==> src/rtl/gd_pkg.sv <==
`default_nettype none
package gd_pkg;
	// Clock and timing
	localparam int CLK_MHZ          = 25;
	localparam int DEADTIME_NS      = 250;
	localparam int DEAD_CYC         = ((DEADTIME_NS * CLK_MHZ + 999) / 1000 < 1) ? 1 :
		(DEADTIME_NS * CLK_MHZ + 999) / 1000;
	localparam int FAULT_CLEAR_US   = 100;
	localparam int FAULT_CLEAR_CYC  = FAULT_CLEAR_US * CLK_MHZ;
	localparam int STBY_DELAY_US    = 1000;
	localparam int STBY_DELAY_CYC   = STBY_DELAY_US * CLK_MHZ;
	localparam int DEG_US_0         = 6;
	localparam int DEG_US_1         = 4;
	localparam int DEG_US_2         = 3;
	localparam int DEG_US_3         = 2;

	// Bus address and register offsets
	localparam logic [6:0] TARGET_ADDR = 7'h47;
	localparam logic [7:0] OFS_POWER  = 8'h01;
	localparam logic [7:0] OFS_LOGIC  = 8'h02;
	localparam logic [7:0] OFS_READY  = 8'h07;
	localparam logic [7:0] OFS_FAULT  = 8'h08;
	localparam logic [7:0] OFS_CLEAR  = 8'h09;
	localparam logic [7:0] OFS_STBY   = 8'h0A;
	localparam logic [7:0] OFS_LOCK   = 8'h0B;
	localparam logic [7:0] OFS_RESET  = 8'h0C;
	localparam logic [7:0] OFS_STATUS = 8'h80;
	localparam logic [7:0] CMD_ALL    = 8'hFF;

	// Reset values
	localparam logic [7:0] RST_POWER = 8'h00;
	localparam logic [7:0] RST_LOGIC = 8'h73;
	localparam logic [7:0] RST_READY = 8'h09;
	localparam logic [7:0] RST_FAULT = 8'h7F;
	localparam logic [7:0] RST_STBY  = 8'h00;
	localparam logic [7:0] RST_LOCK  = 8'h00;

	// Field positions
	localparam int B_INTERLOCK_ENABLE     = 0;
	localparam int B_MIN_DEADTIME_ENABLE     = 1;
	localparam int B_DEG       = 2;
	localparam int B_LDO_DIS   = 6;
	localparam int B_BUCK_DIS  = 5;
	localparam int B_STBY_REG  = 4;
	localparam int B_VSEL      = 0;
	localparam int B_RDY_STBY  = 3;
	localparam int B_RDY_THERM = 1;
	localparam int B_RDY_UV    = 0;
	localparam int B_FLT_DRAIN = 2;
	localparam int B_FLT_THERM = 1;
	localparam int B_FLT_UV    = 0;
	localparam int B_STBY_REQ  = 0;

	// Six gate lines of the three half-bridges
	typedef struct packed {
		logic [2:0] high;
		logic [2:0] low;
	} gd_gates_s;

	// Target protocol states
	typedef enum logic [8:0] {
		I2C_IDLE = 9'h001,
		I2C_ADDR = 9'h002,
		I2C_AACK = 9'h004,
		I2C_PTR  = 9'h008,
		I2C_PACK = 9'h010,
		I2C_WDAT = 9'h020,
		I2C_WACK = 9'h040,
		I2C_RDAT = 9'h080,
		I2C_RACK = 9'h100
	} gd_i2c_e;

	// Deglitch length in cycles for the two-bit select
	function automatic logic [7:0] deglitch_cycles(input logic [1:0] sel);
		unique case (sel)
			2'h0: deglitch_cycles = 8'(DEG_US_0 * CLK_MHZ);
			2'h1: deglitch_cycles = 8'(DEG_US_1 * CLK_MHZ);
			2'h2: deglitch_cycles = 8'(DEG_US_2 * CLK_MHZ);
			2'h3: deglitch_cycles = 8'(DEG_US_3 * CLK_MHZ);
		endcase
	endfunction
endpackage
`default_nettype wire

==> src/rtl/gd_control.sv <==
// Contract
// - Each gate follows its own lone input
// - Interlock bit selects both-off for both-high
// - Deadtime bit enables minimum gap insertion
// - Two-bit field picks drain deglitch time
// - Thermal and undervoltage recover by themselves
// - Register reset and drain trip latch fault
// - All inputs low long enough clears latch
// - Clear timer needs a fresh all-low transition
// - Writing all ones to clear register clears
// - Power-up starts with latched reset fault
// - Ready pin masks per ready configuration
// - Fault pin shows reset plus masked causes
// - Bus target at fixed address, seven-bit
// - Power bits select buck output voltage
// - Power bits disable or enable regulators
// - Standby bit requests low consumption mode
// - Protected writes need low key inverse high
// - Unlocked key forces all gates low
// - All ones to reset register restores defaults
// - Command registers read back as all ones
// - Status register reports lock, reset, faults
// - Lock protects the listed registers only
// - Wake during standby delay aborts request
// - Ready low from request until standby entered
`default_nettype none
module gd_control #(
	parameter int STBY_DELAY_CYC = gd_pkg::STBY_DELAY_CYC
) (
	// Clock and reset
	input  wire logic             i_clk,
	input  wire logic             i_resetn,
	// Gate inputs and analog flags
	input  wire gd_pkg::gd_gates_s i_gates,
	input  wire logic             i_wake,
	input  wire logic             i_thermal,
	input  wire logic             i_undervolt,
	input  wire logic             i_drain_trip,
	// Two-wire bus
	input  wire logic             i_scl,
	input  wire logic             i_sda,
	output logic                  o_sda_out,
	output logic                  o_sda_oe,
	// Gate drives
	output gd_pkg::gd_gates_s     o_gates,
	// Open-drain status pins
	output logic                  o_ready_out,
	output logic                  o_ready_oe,
	output logic                  o_fault_out,
	output logic                  o_fault_oe,
	// Power management controls
	output logic [1:0]            o_buck_voltage_sel,
	output logic                  o_buck_disable,
	output logic                  o_ldo_disable,
	output logic                  o_standby_reg_en,
	output logic                  o_low_power
);
	logic [15:0]       sync1_reg;
	logic [15:0]       sync2_reg;
	gd_pkg::gd_gates_s gin;
	logic              wake_q, therm_q, uv_q, drain_q, scl_q, sda_q;
	logic              scl_prev_reg, sda_prev_reg;
	logic              scl_rise, scl_fall, i2c_start, i2c_stop;
	gd_pkg::gd_i2c_e   state_reg;
	logic [2:0]        bit_reg;
	logic [7:0]        shift_reg, tx_reg, ptr_reg, rx_byte;
	logic              wr_stb_reg;
	logic [7:0]        wr_addr_reg, wr_data_reg;
	logic [7:0]        power_reg, logic_reg, ready_reg, fault_reg, stby_reg, lock_reg;
	logic              lock_ok, wr_prot, do_clear, do_reset;
	logic              reset_flag_reg, drain_flag_reg, latched, all_low, drain_hit;
	logic [7:0]        deg_reg;
	logic              seen_high_reg;
	logic [11:0]       clr_reg;
	logic              clr_done;
	logic [19:0]       stby_cnt_reg;
	logic              low_power_reg, drive_en;
	logic [7:0]        status;

	// Pin synchronisers, bus lines idle high
	always_ff @(posedge i_clk or negedge i_resetn) begin
		if (!i_resetn) begin
			sync1_reg <= 16'h0003;
			sync2_reg <= 16'h0003;
		end else begin
			sync1_reg <= {4'h0, i_gates, i_wake, i_thermal, i_undervolt, i_drain_trip, i_scl, i_sda};
			sync2_reg <= sync1_reg;
		end
	end
	assign gin     = sync2_reg[11:6];
	assign wake_q  = sync2_reg[5];
	assign therm_q = sync2_reg[4];
	assign uv_q    = sync2_reg[3];
	assign drain_q = sync2_reg[2];
	assign scl_q   = sync2_reg[1];
	assign sda_q   = sync2_reg[0];

	always_ff @(posedge i_clk or negedge i_resetn) begin
		if (!i_resetn) begin
			scl_prev_reg <= 1'b1;
			sda_prev_reg <= 1'b1;
		end else begin
			scl_prev_reg <= scl_q;
			sda_prev_reg <= sda_q;
		end
	end
	assign scl_rise  = scl_q & ~scl_prev_reg;
	assign scl_fall  = ~scl_q & scl_prev_reg;
	assign i2c_start = scl_q & scl_prev_reg & sda_prev_reg & ~sda_q;
	assign i2c_stop  = scl_q & scl_prev_reg & ~sda_prev_reg & sda_q;
	assign rx_byte   = {shift_reg[6:0], sda_q};

	// Read data
	assign status = {~lock_ok, 3'h0, reset_flag_reg, drain_flag_reg, therm_q, uv_q};
	function automatic logic [7:0] rd_data(input logic [7:0] a);
		unique case (a)
			gd_pkg::OFS_POWER:  rd_data = power_reg;
			gd_pkg::OFS_LOGIC:  rd_data = logic_reg;
			gd_pkg::OFS_READY:  rd_data = ready_reg;
			gd_pkg::OFS_FAULT:  rd_data = fault_reg;
			gd_pkg::OFS_CLEAR:  rd_data = gd_pkg::CMD_ALL;
			gd_pkg::OFS_STBY:   rd_data = stby_reg;
			gd_pkg::OFS_LOCK:   rd_data = lock_reg;
			gd_pkg::OFS_RESET:  rd_data = gd_pkg::CMD_ALL;
			gd_pkg::OFS_STATUS: rd_data = status;
			default:            rd_data = 8'h00;
		endcase
	endfunction

	// Bus target state machine
	always_ff @(posedge i_clk or negedge i_resetn) begin
		if (!i_resetn) begin
			state_reg   <= gd_pkg::I2C_IDLE;
			bit_reg     <= 3'h0;
			shift_reg   <= 8'h00;
			tx_reg      <= 8'h00;
			ptr_reg     <= 8'h00;
			o_sda_oe    <= 1'b0;
			wr_stb_reg  <= 1'b0;
			wr_addr_reg <= 8'h00;
			wr_data_reg <= 8'h00;
		end else begin
			wr_stb_reg <= 1'b0;
			if (i2c_stop || low_power_reg) begin
				state_reg <= gd_pkg::I2C_IDLE;
				o_sda_oe  <= 1'b0;
			end else if (i2c_start) begin
				state_reg <= gd_pkg::I2C_ADDR;
				bit_reg   <= 3'h0;
				o_sda_oe  <= 1'b0;
			end else if (scl_fall) begin
				unique case (state_reg)
					gd_pkg::I2C_AACK, gd_pkg::I2C_PACK, gd_pkg::I2C_WACK: o_sda_oe <= 1'b1;
					gd_pkg::I2C_RDAT: begin
						o_sda_oe <= ~tx_reg[7];
						tx_reg   <= {tx_reg[6:0], 1'b0};
					end
					default: o_sda_oe <= 1'b0;
				endcase
			end else if (scl_rise) begin
				shift_reg <= rx_byte;
				bit_reg   <= bit_reg + 3'h1;
				unique case (state_reg)
					gd_pkg::I2C_IDLE: bit_reg <= 3'h0;
					gd_pkg::I2C_ADDR: if (bit_reg == 3'h7) begin
						state_reg <= (rx_byte[7:1] == gd_pkg::TARGET_ADDR) ?
							gd_pkg::I2C_AACK : gd_pkg::I2C_IDLE;
					end
					gd_pkg::I2C_AACK: begin
						bit_reg <= 3'h0;
						if (shift_reg[0]) begin
							state_reg <= gd_pkg::I2C_RDAT;
							tx_reg    <= rd_data(ptr_reg);
							ptr_reg   <= ptr_reg + 8'h01;
						end else begin
							state_reg <= gd_pkg::I2C_PTR;
						end
					end
					gd_pkg::I2C_PTR: if (bit_reg == 3'h7) begin
						state_reg <= gd_pkg::I2C_PACK;
						ptr_reg   <= rx_byte;
					end
					gd_pkg::I2C_PACK, gd_pkg::I2C_WACK: begin
						bit_reg   <= 3'h0;
						state_reg <= gd_pkg::I2C_WDAT;
					end
					gd_pkg::I2C_WDAT: if (bit_reg == 3'h7) begin
						state_reg   <= gd_pkg::I2C_WACK;
						wr_stb_reg  <= 1'b1;
						wr_addr_reg <= ptr_reg;
						wr_data_reg <= rx_byte;
						ptr_reg     <= ptr_reg + 8'h01;
					end
					gd_pkg::I2C_RDAT: if (bit_reg == 3'h7) begin
						state_reg <= gd_pkg::I2C_RACK;
					end
					gd_pkg::I2C_RACK: begin
						bit_reg <= 3'h0;
						if (!sda_q) begin
							state_reg <= gd_pkg::I2C_RDAT;
							tx_reg    <= rd_data(ptr_reg);
							ptr_reg   <= ptr_reg + 8'h01;
						end else begin
							state_reg <= gd_pkg::I2C_IDLE;
						end
					end
				endcase
			end
		end
	end
	assign o_sda_out = 1'b0;

	// Write protection and commands
	assign lock_ok  = (lock_reg[3:0] == ~lock_reg[7:4]);
	assign wr_prot  = wr_stb_reg & lock_ok;
	assign do_clear = wr_stb_reg & (wr_addr_reg == gd_pkg::OFS_CLEAR) &
		(wr_data_reg == gd_pkg::CMD_ALL);
	assign do_reset = wr_prot & (wr_addr_reg == gd_pkg::OFS_RESET) &
		(wr_data_reg == gd_pkg::CMD_ALL);

	// Configuration registers
	always_ff @(posedge i_clk or negedge i_resetn) begin
		if (!i_resetn) begin
			power_reg <= gd_pkg::RST_POWER;
			logic_reg <= gd_pkg::RST_LOGIC;
			ready_reg <= gd_pkg::RST_READY;
			fault_reg <= gd_pkg::RST_FAULT;
			lock_reg  <= gd_pkg::RST_LOCK;
		end else if (do_reset) begin
			power_reg <= gd_pkg::RST_POWER;
			logic_reg <= gd_pkg::RST_LOGIC;
			ready_reg <= gd_pkg::RST_READY;
			fault_reg <= gd_pkg::RST_FAULT;
			lock_reg  <= gd_pkg::RST_LOCK;
		end else if (wr_stb_reg) begin
			if (wr_prot && wr_addr_reg == gd_pkg::OFS_POWER) power_reg <= wr_data_reg;
			if (wr_prot && wr_addr_reg == gd_pkg::OFS_LOGIC) logic_reg <= wr_data_reg;
			if (wr_prot && wr_addr_reg == gd_pkg::OFS_FAULT) fault_reg <= wr_data_reg;
			if (wr_addr_reg == gd_pkg::OFS_READY) ready_reg <= wr_data_reg;
			if (wr_addr_reg == gd_pkg::OFS_LOCK) lock_reg <= wr_data_reg;
		end
	end
	assign o_buck_voltage_sel = power_reg[gd_pkg::B_VSEL +: 2];
	assign o_buck_disable     = power_reg[gd_pkg::B_BUCK_DIS];
	assign o_ldo_disable      = power_reg[gd_pkg::B_LDO_DIS];
	assign o_standby_reg_en   = power_reg[gd_pkg::B_STBY_REG];

	// Standby request, delay and wake abort
	always_ff @(posedge i_clk or negedge i_resetn) begin
		if (!i_resetn) begin
			stby_reg      <= gd_pkg::RST_STBY;
			stby_cnt_reg  <= 20'h0_0000;
			low_power_reg <= 1'b0;
		end else if (do_reset) begin
			stby_reg      <= gd_pkg::RST_STBY;
			stby_cnt_reg  <= 20'h0_0000;
		end else if (wake_q) begin
			stby_reg      <= gd_pkg::RST_STBY;
			stby_cnt_reg  <= 20'h0_0000;
			low_power_reg <= 1'b0;
		end else if (wr_prot && wr_addr_reg == gd_pkg::OFS_STBY) begin
			stby_reg      <= wr_data_reg;
			stby_cnt_reg  <= 20'h0_0000;
		end else if (stby_reg[gd_pkg::B_STBY_REQ] && !low_power_reg) begin
			if (stby_cnt_reg == 20'(STBY_DELAY_CYC - 1)) begin
				low_power_reg <= 1'b1;
			end else begin
				stby_cnt_reg <= stby_cnt_reg + 20'h0_0001;
			end
		end
	end
	assign o_low_power = low_power_reg;

	// Drain monitor deglitch
	always_ff @(posedge i_clk or negedge i_resetn) begin
		if (!i_resetn) begin
			deg_reg <= 8'h00;
		end else if (!drain_q || low_power_reg) begin
			deg_reg <= 8'h00;
		end else if (!drain_hit) begin
			deg_reg <= deg_reg + 8'h01;
		end
	end
	assign drain_hit = drain_q & ~low_power_reg &
		(deg_reg >= gd_pkg::deglitch_cycles(logic_reg[gd_pkg::B_DEG +: 2]) - 8'h01);

	// Latched faults, set wins over clear
	always_ff @(posedge i_clk or negedge i_resetn) begin
		if (!i_resetn) begin
			reset_flag_reg <= 1'b1;
			drain_flag_reg <= 1'b0;
		end else begin
			reset_flag_reg <= do_reset | (reset_flag_reg & ~(do_clear | clr_done));
			drain_flag_reg <= drain_hit | (drain_flag_reg & ~(do_clear | clr_done));
		end
	end
	assign latched = reset_flag_reg | drain_flag_reg;
	assign all_low = ~|{gin.high, gin.low};

	// Input-low clearing timer
	always_ff @(posedge i_clk or negedge i_resetn) begin
		if (!i_resetn) begin
			seen_high_reg <= 1'b0;
		end else if (do_reset || (drain_hit && !drain_flag_reg)) begin
			seen_high_reg <= ~all_low;
		end else if (!all_low) begin
			seen_high_reg <= 1'b1;
		end else if (clr_done) begin
			seen_high_reg <= 1'b0;
		end
	end
	always_ff @(posedge i_clk or negedge i_resetn) begin
		if (!i_resetn) begin
			clr_reg <= 12'h000;
		end else if (latched && all_low && seen_high_reg && !clr_done) begin
			clr_reg <= clr_reg + 12'h001;
		end else begin
			clr_reg <= 12'h000;
		end
	end
	assign clr_done = latched & all_low & seen_high_reg &
		(clr_reg == 12'(gd_pkg::FAULT_CLEAR_CYC - 1));

	// Gate drive permission
	assign drive_en = ~latched & ~lock_ok & ~therm_q & ~uv_q & ~low_power_reg;
	for (genvar g = 0; g < 3; g++) begin : g_bridge
		gd_half_bridge u_bridge (
			.i_clk         (i_clk),
			.i_resetn      (i_resetn),
			.i_high        (gin.high[g]),
			.i_low         (gin.low[g]),
			.i_enable      (drive_en),
			.i_interlock   (logic_reg[gd_pkg::B_INTERLOCK_ENABLE]),
			.i_deadtime_en (logic_reg[gd_pkg::B_MIN_DEADTIME_ENABLE]),
			.o_high        (o_gates.high[g]),
			.o_low         (o_gates.low[g])
		);
	end

	// Open-drain status pins
	always_ff @(posedge i_clk or negedge i_resetn) begin
		if (!i_resetn) begin
			o_ready_oe <= 1'b1;
			o_fault_oe <= 1'b1;
		end else begin
			o_ready_oe <= (ready_reg[gd_pkg::B_RDY_STBY] & stby_reg[gd_pkg::B_STBY_REQ] &
				~low_power_reg) |
				(ready_reg[gd_pkg::B_RDY_THERM] & therm_q) |
				(ready_reg[gd_pkg::B_RDY_UV] & uv_q);
			o_fault_oe <= reset_flag_reg |
				(fault_reg[gd_pkg::B_FLT_DRAIN] & drain_flag_reg) |
				(fault_reg[gd_pkg::B_FLT_THERM] & therm_q) |
				(fault_reg[gd_pkg::B_FLT_UV] & uv_q);
		end
	end
	assign o_ready_out = 1'b0;
	assign o_fault_out = 1'b0;
endmodule
`default_nettype wire

==> src/rtl/gd_half_bridge.sv <==
`default_nettype none
module gd_half_bridge (
	// Clock and reset
	input  wire logic i_clk,
	input  wire logic i_resetn,
	// Inputs and configuration
	input  wire logic i_high,
	input  wire logic i_low,
	input  wire logic i_enable,
	input  wire logic i_interlock,
	input  wire logic i_deadtime_en,
	// Gate drives
	output logic      o_high,
	output logic      o_low
);
	logic [7:0] dead_reg;
	logic       want_h;
	logic       want_l;
	logic       block_h;
	logic       block_l;

	// Truth table with optional interlocking
	assign want_h  = i_enable & i_high & (~i_low | ~i_interlock);
	assign want_l  = i_enable & i_low & (~i_high | ~i_interlock);
	// No turn-on while the opposite side conducts or the gap runs
	assign block_h = i_deadtime_en & (o_low | (dead_reg != 8'h00));
	assign block_l = i_deadtime_en & (o_high | (dead_reg != 8'h00));

	always_ff @(posedge i_clk or negedge i_resetn) begin
		if (!i_resetn) begin
			o_high <= 1'b0;
			o_low  <= 1'b0;
		end else begin
			o_high <= want_h & (o_high | ~block_h);
			o_low  <= want_l & (o_low | ~block_l);
		end
	end

	// Gap counter starts when a conducting gate turns off
	always_ff @(posedge i_clk or negedge i_resetn) begin
		if (!i_resetn) begin
			dead_reg <= 8'h00;
		end else if ((o_high & ~want_h) | (o_low & ~want_l)) begin
			dead_reg <= 8'(gd_pkg::DEAD_CYC);
		end else if (dead_reg != 8'h00) begin
			dead_reg <= dead_reg - 8'h01;
		end
	end
endmodule
`default_nettype wire

==> config.mk <==
export PLATFORM = sky130hd
export DESIGN_NAME = gd_control
export DESIGN_NICKNAME = d
export VERILOG_FILES = /design/src/rtl/gd_pkg.sv /design/src/rtl/gd_control.sv /design/src/rtl/gd_half_bridge.sv
export SDC_FILE = /design/constraint.sdc
export NUM_CORES = 1
export LEC_CHECK = 0
export BUFFER_PORTS_ARGS = -buffer_cell sky130_fd_sc_hd__buf_2
export CORE_MARGIN = 2
export CORE_UTILIZATION = 50
export DETAILED_ROUTE_END_ITERATION = 8
export GPL_TIMING_DRIVEN = 0
export PLACE_DENSITY_LB_ADDON = 0.2
export REMOVE_ABC_BUFFERS = 1
export SYNTH_ARGS = -nofsm -noshare
export SYNTH_HDL_FRONTEND = slang
export SYNTH_HIERARCHICAL = 1
export SYNTH_SLANG_ARGS = --single-unit
==> constraint.sdc <==
create_clock -name i_clk -period 2.55 [get_ports i_clk]
set_input_delay 0.3825 -clock i_clk [delete_from_list [all_inputs] [get_ports i_clk]]
set_output_delay 0.3825 -clock i_clk [all_outputs]
set_load 0.01 [all_outputs]
==> impl_metrics.csv <==
group,metric,value,unit
setup_path,r2r_cells,7,
setup_path,required,2.94,ns
place,port_buffers,28,
routing,vias,7873,
sta,clock_skew,0.0150,ns
logic_synthesis,postSynthAreaPerCell,10.1,µm²
setup_path,r2r_start,"o_low_power",
sta,worst_slew_pin_slew,0.988,ns
routing,drtIter0Drc,607,
power_and_ir_drop,p_leak,0.00546,µW
routing,vias_per_cell,5.86,
cts,cts_buffer_depth,3,
cells_and_area,fin_area,11900,µm²
sta,max_freq,400,MHz
global_routing,grt_start_max_net_pins,109,
global_routing,grt_remaining_overflow,0,
setup_path,r2r_slack,0.05,ns
cts,cts_htree_levels,1,
power_and_ir_drop,net-switching-power,2150,µW
logic_synthesis,yosys_warnings,6,
setup_path,critical_path_arrival,2.89,ns
cts,cts_tree,"done",
sta,report.final.hold_viol_count,0,
routing,wl_per_cell,17.6,µm
setup_path,cp_max_fo,13,
status,status,"finished clean",
die,rows,52,
cells_and_area,diodes,0,
die,fp.coreArea,20400,µm²
sta,drv_slew,0,
logic_synthesis,async_flop_share,1.00,
power_and_ir_drop,clockPowerShare,0.412,
cts,numClockSinks,203,
die,die_w,148,µm
min_path,holdPathEnd,"sync2_reg[6]",
setup_path,r2r_end,"g_bridge[0].u_bridge/dead_reg[1]",
setup_path,start_kind,"register",
logic_synthesis,yosysSeqAreaShare,0.490,
sta,grt_setup_unrepaired,"yes",
die,die_h,148,µm
min_path,whs_path_depth,0,
cts,cts.reportedPaths.clkPinSlew,0.06,ns
routing,ant_nets,0,
power_and_ir_drop,power_frac_comb,0.135,
place,dp_hpwl,15400,µm
logic_synthesis,yosysUniqueCellTypes,78,
die,start_util,0.512,
sta,setup_viol,0,
logic_synthesis,synth_edf_count,0,
die,pin_count,32,
sta,period_share,0.981,
routing,drt-total-wl,23700,µm
place,gp_congestion,0.910,
cells_and_area,largest_reg_flops,24,
global_routing,grt_antenna_before_repair,0,
global_routing,track_usage,0.219,
logic_synthesis,synthCells,1030,
setup_path,worstSetupPathType,"register to register",
logic_synthesis,synth_top_flop_cell,"dfrtp_1",
logic_synthesis,syn-cell-area,10400,µm²
sta,post-route-min-period,2.50,ns
cells_and_area,fill_cells,1692,
routing,drtPass1Iterations,5,
cts,cts_root_buf,"clkbuf_16",
min_path,hold_start,"sync1_reg[6]",
routing,drcViolationCount,0,
die,die-area,22000,µm²
setup_path,end_kind,"register",
run,maxCapViolCount,0,
cells_and_area,finalNetCount,1102,
power_and_ir_drop,seq_power_share,0.453,
place,pre_cts_ws,-1.02,ns
min_path,min_path_type,"register to register",
power_and_ir_drop,p_int,6130,µW
cells_and_area,area.growth.synth_to_final,14.0,%
power_and_ir_drop,p_per_area,697,nW/µm²
global_routing,grt_pass1_wl,39200,µm
cells_and_area,final_layout_size_suffix_gt1_frac,0.162,
sta,fin_ws,0.0495,ns
logic_synthesis,ys_ff_latch,203,
cts,numCtsBuffers,24,
place,place_area,10700,µm²
sta,relSlewSlack,0.336,
power_and_ir_drop,switching_share,0.259,
global_routing,grt_pass1_vias,7593,
cts,worstSkewPairLatency,0.52,ns
power_and_ir_drop,ir_drop,475,µV
-- per-stage QoR --
stage	instances	setup TNS (ns)	util	hold WS [ns]	total power, µW
2_1_floorplan	980	-3.73	-	0.0869	4600
3_3_place_gp	1278	-515.01	0.524	0.332	4840
3_5_place_dp	1279	-77.15	0.526	0.335	4900
4_1_cts	1341	0	0.579	0.347	8370
5_1_grt	1344	-0.109	0.583	0.349	8680
6_report	1344	0	0.583	0.345	8280
-- power by group through the flow --
| stage | combinational, µW | clock (µW) | sequential, µW |
|---|---|---|---|
| floorplan | 867 | 0 | 3730 |
| global placement | 1050 | 0 | 3790 |
| detailed placement | 1090 | 0 | 3800 |
| CTS | 1130 | 3490 | 3750 |
| global route | 1250 | 3630 | 3790 |
| finish | 1110 | 3410 | 3750 |
-- synthesized netlist by cell type, drive strengths merged (5+ instances only) --
master	number	area, µm²
or3	16	120
mux2	23	259
xor2	19	166
or2	7	43.8
nor4	11	68.8
xnor2	30	263
nand2	69	259
and4	8	70.1
a41oi	5	51.3
inv	34	128
nand3	35	175
o22ai	7	43.8
ha	32	400
and3	14	92.6
nor2	123	469
nand2b	12	75.1
buf	24	134
nand3b	9	105
o21ai	38	190
a21o	5	37.5
mux2i	37	370
dfrtp	179	4480
or4	9	75.1
dfstp	24	631
a21oi	68	340
clkbuf	28	105
o31ai	5	37.5
o22a	7	61.3
nand4	15	93.8
nor2b	17	106
nor3b	7	67.6
a22oi	20	150
nor3	29	150
a22o	11	96.3
-- repair_timing --
| item | 4_1_cts | 5_1_grt |
|---|---|---|
| pin swaps | 3 | 4 |
| endpoints found under the hold margin | 95 | 0 |
| resized for setup | 20 | 13 |
| setup buffers | 4 | 3 |
| hold buffers | 13 | 0 |
| setup endpoints to repair | 143 | 79 |
| cloned | 1 | 0 |
-- cells by family (layout without fill, tap and decap cells) --
family	after synthesis	count (layout)	synth area share
simple gates	396	397	0.202
other cells	1	3	0.000360
fa+ha+maj	32	32	0.0384
mux	60	60	0.0604
buf+inv	86	127	0.0352
xor+xnor	49	49	0.0412
compound gates	203	203	0.133
flops	203	203	0.490
-- final cells by class --
cell class	instances	area, µm²	area share
clock buffers	37	711	0.0598
clock inverters	7	85.1	0.00716
inverters	34	128	0.0107
multi-input cells	744	5120	0.431
flip-flops and latches	203	5110	0.430
well taps	270	338	0.0284
repair buffers	49	385	0.0324
-- worst max-delay path by stage --
| stage | start | endpoint | slack, ns | depth (start not counted) |
|---|---|---|---|---|
| floorplan | sync2_reg[1] | ptr_reg[7] | -0.23 | 8 |
| global placement | i_resetn | bit_reg[1] | -2.35 | 1 |
| detailed placement | lock_reg[7] | fault_reg[4] | -1.02 | 6 |
| CTS | sync2_reg[1] | state_reg[7] | 0.02 | 8 |
| global route | o_low_power | g_bridge[1].u_bridge/dead_reg[1] | -0.05 | 7 |
| finish | o_low_power | g_bridge[0].u_bridge/dead_reg[1] | 0.05 | 7 |
-- per-layer routing --
layer  GRT usage  vias up  routed length, µm
met4      0.0600        0                606
met5           0        -                  0
met2       0.353      208              11000
met1       0.310     3891              10700
met3      0.0353       47               1400
li1            -     3727                  -
-- critical path, stage by stage (launching register included) --
cell and delay [ns]:
dfrtp_2 0.55, or4_1 0.62, nor3_4 0.25, buf_12 0.15
nand3b_1 0.07, a21oi_1 0.15, a41oi_1 0.16, or2_2 0.43
-- cells in the final DEF, fill, tap and decap left out, drive strengths merged, types with 12 or more instances in the layout --
cell type      n
clkbuf        37
a22oi         20
nor2b         17
ha            32
or3           16
xor2          19
nand2         69
nor3          29
a21oi         68
and3          14
nand2b        12
nor2         123
mux2          23
nand4         15
dlygate4sd3   13
nand3         35
dfrtp        179
inv           34
mux2i         37
dfstp         24
buf           36
xnor2         30
o21ai         38
Power figures use the tool's default switching activity.
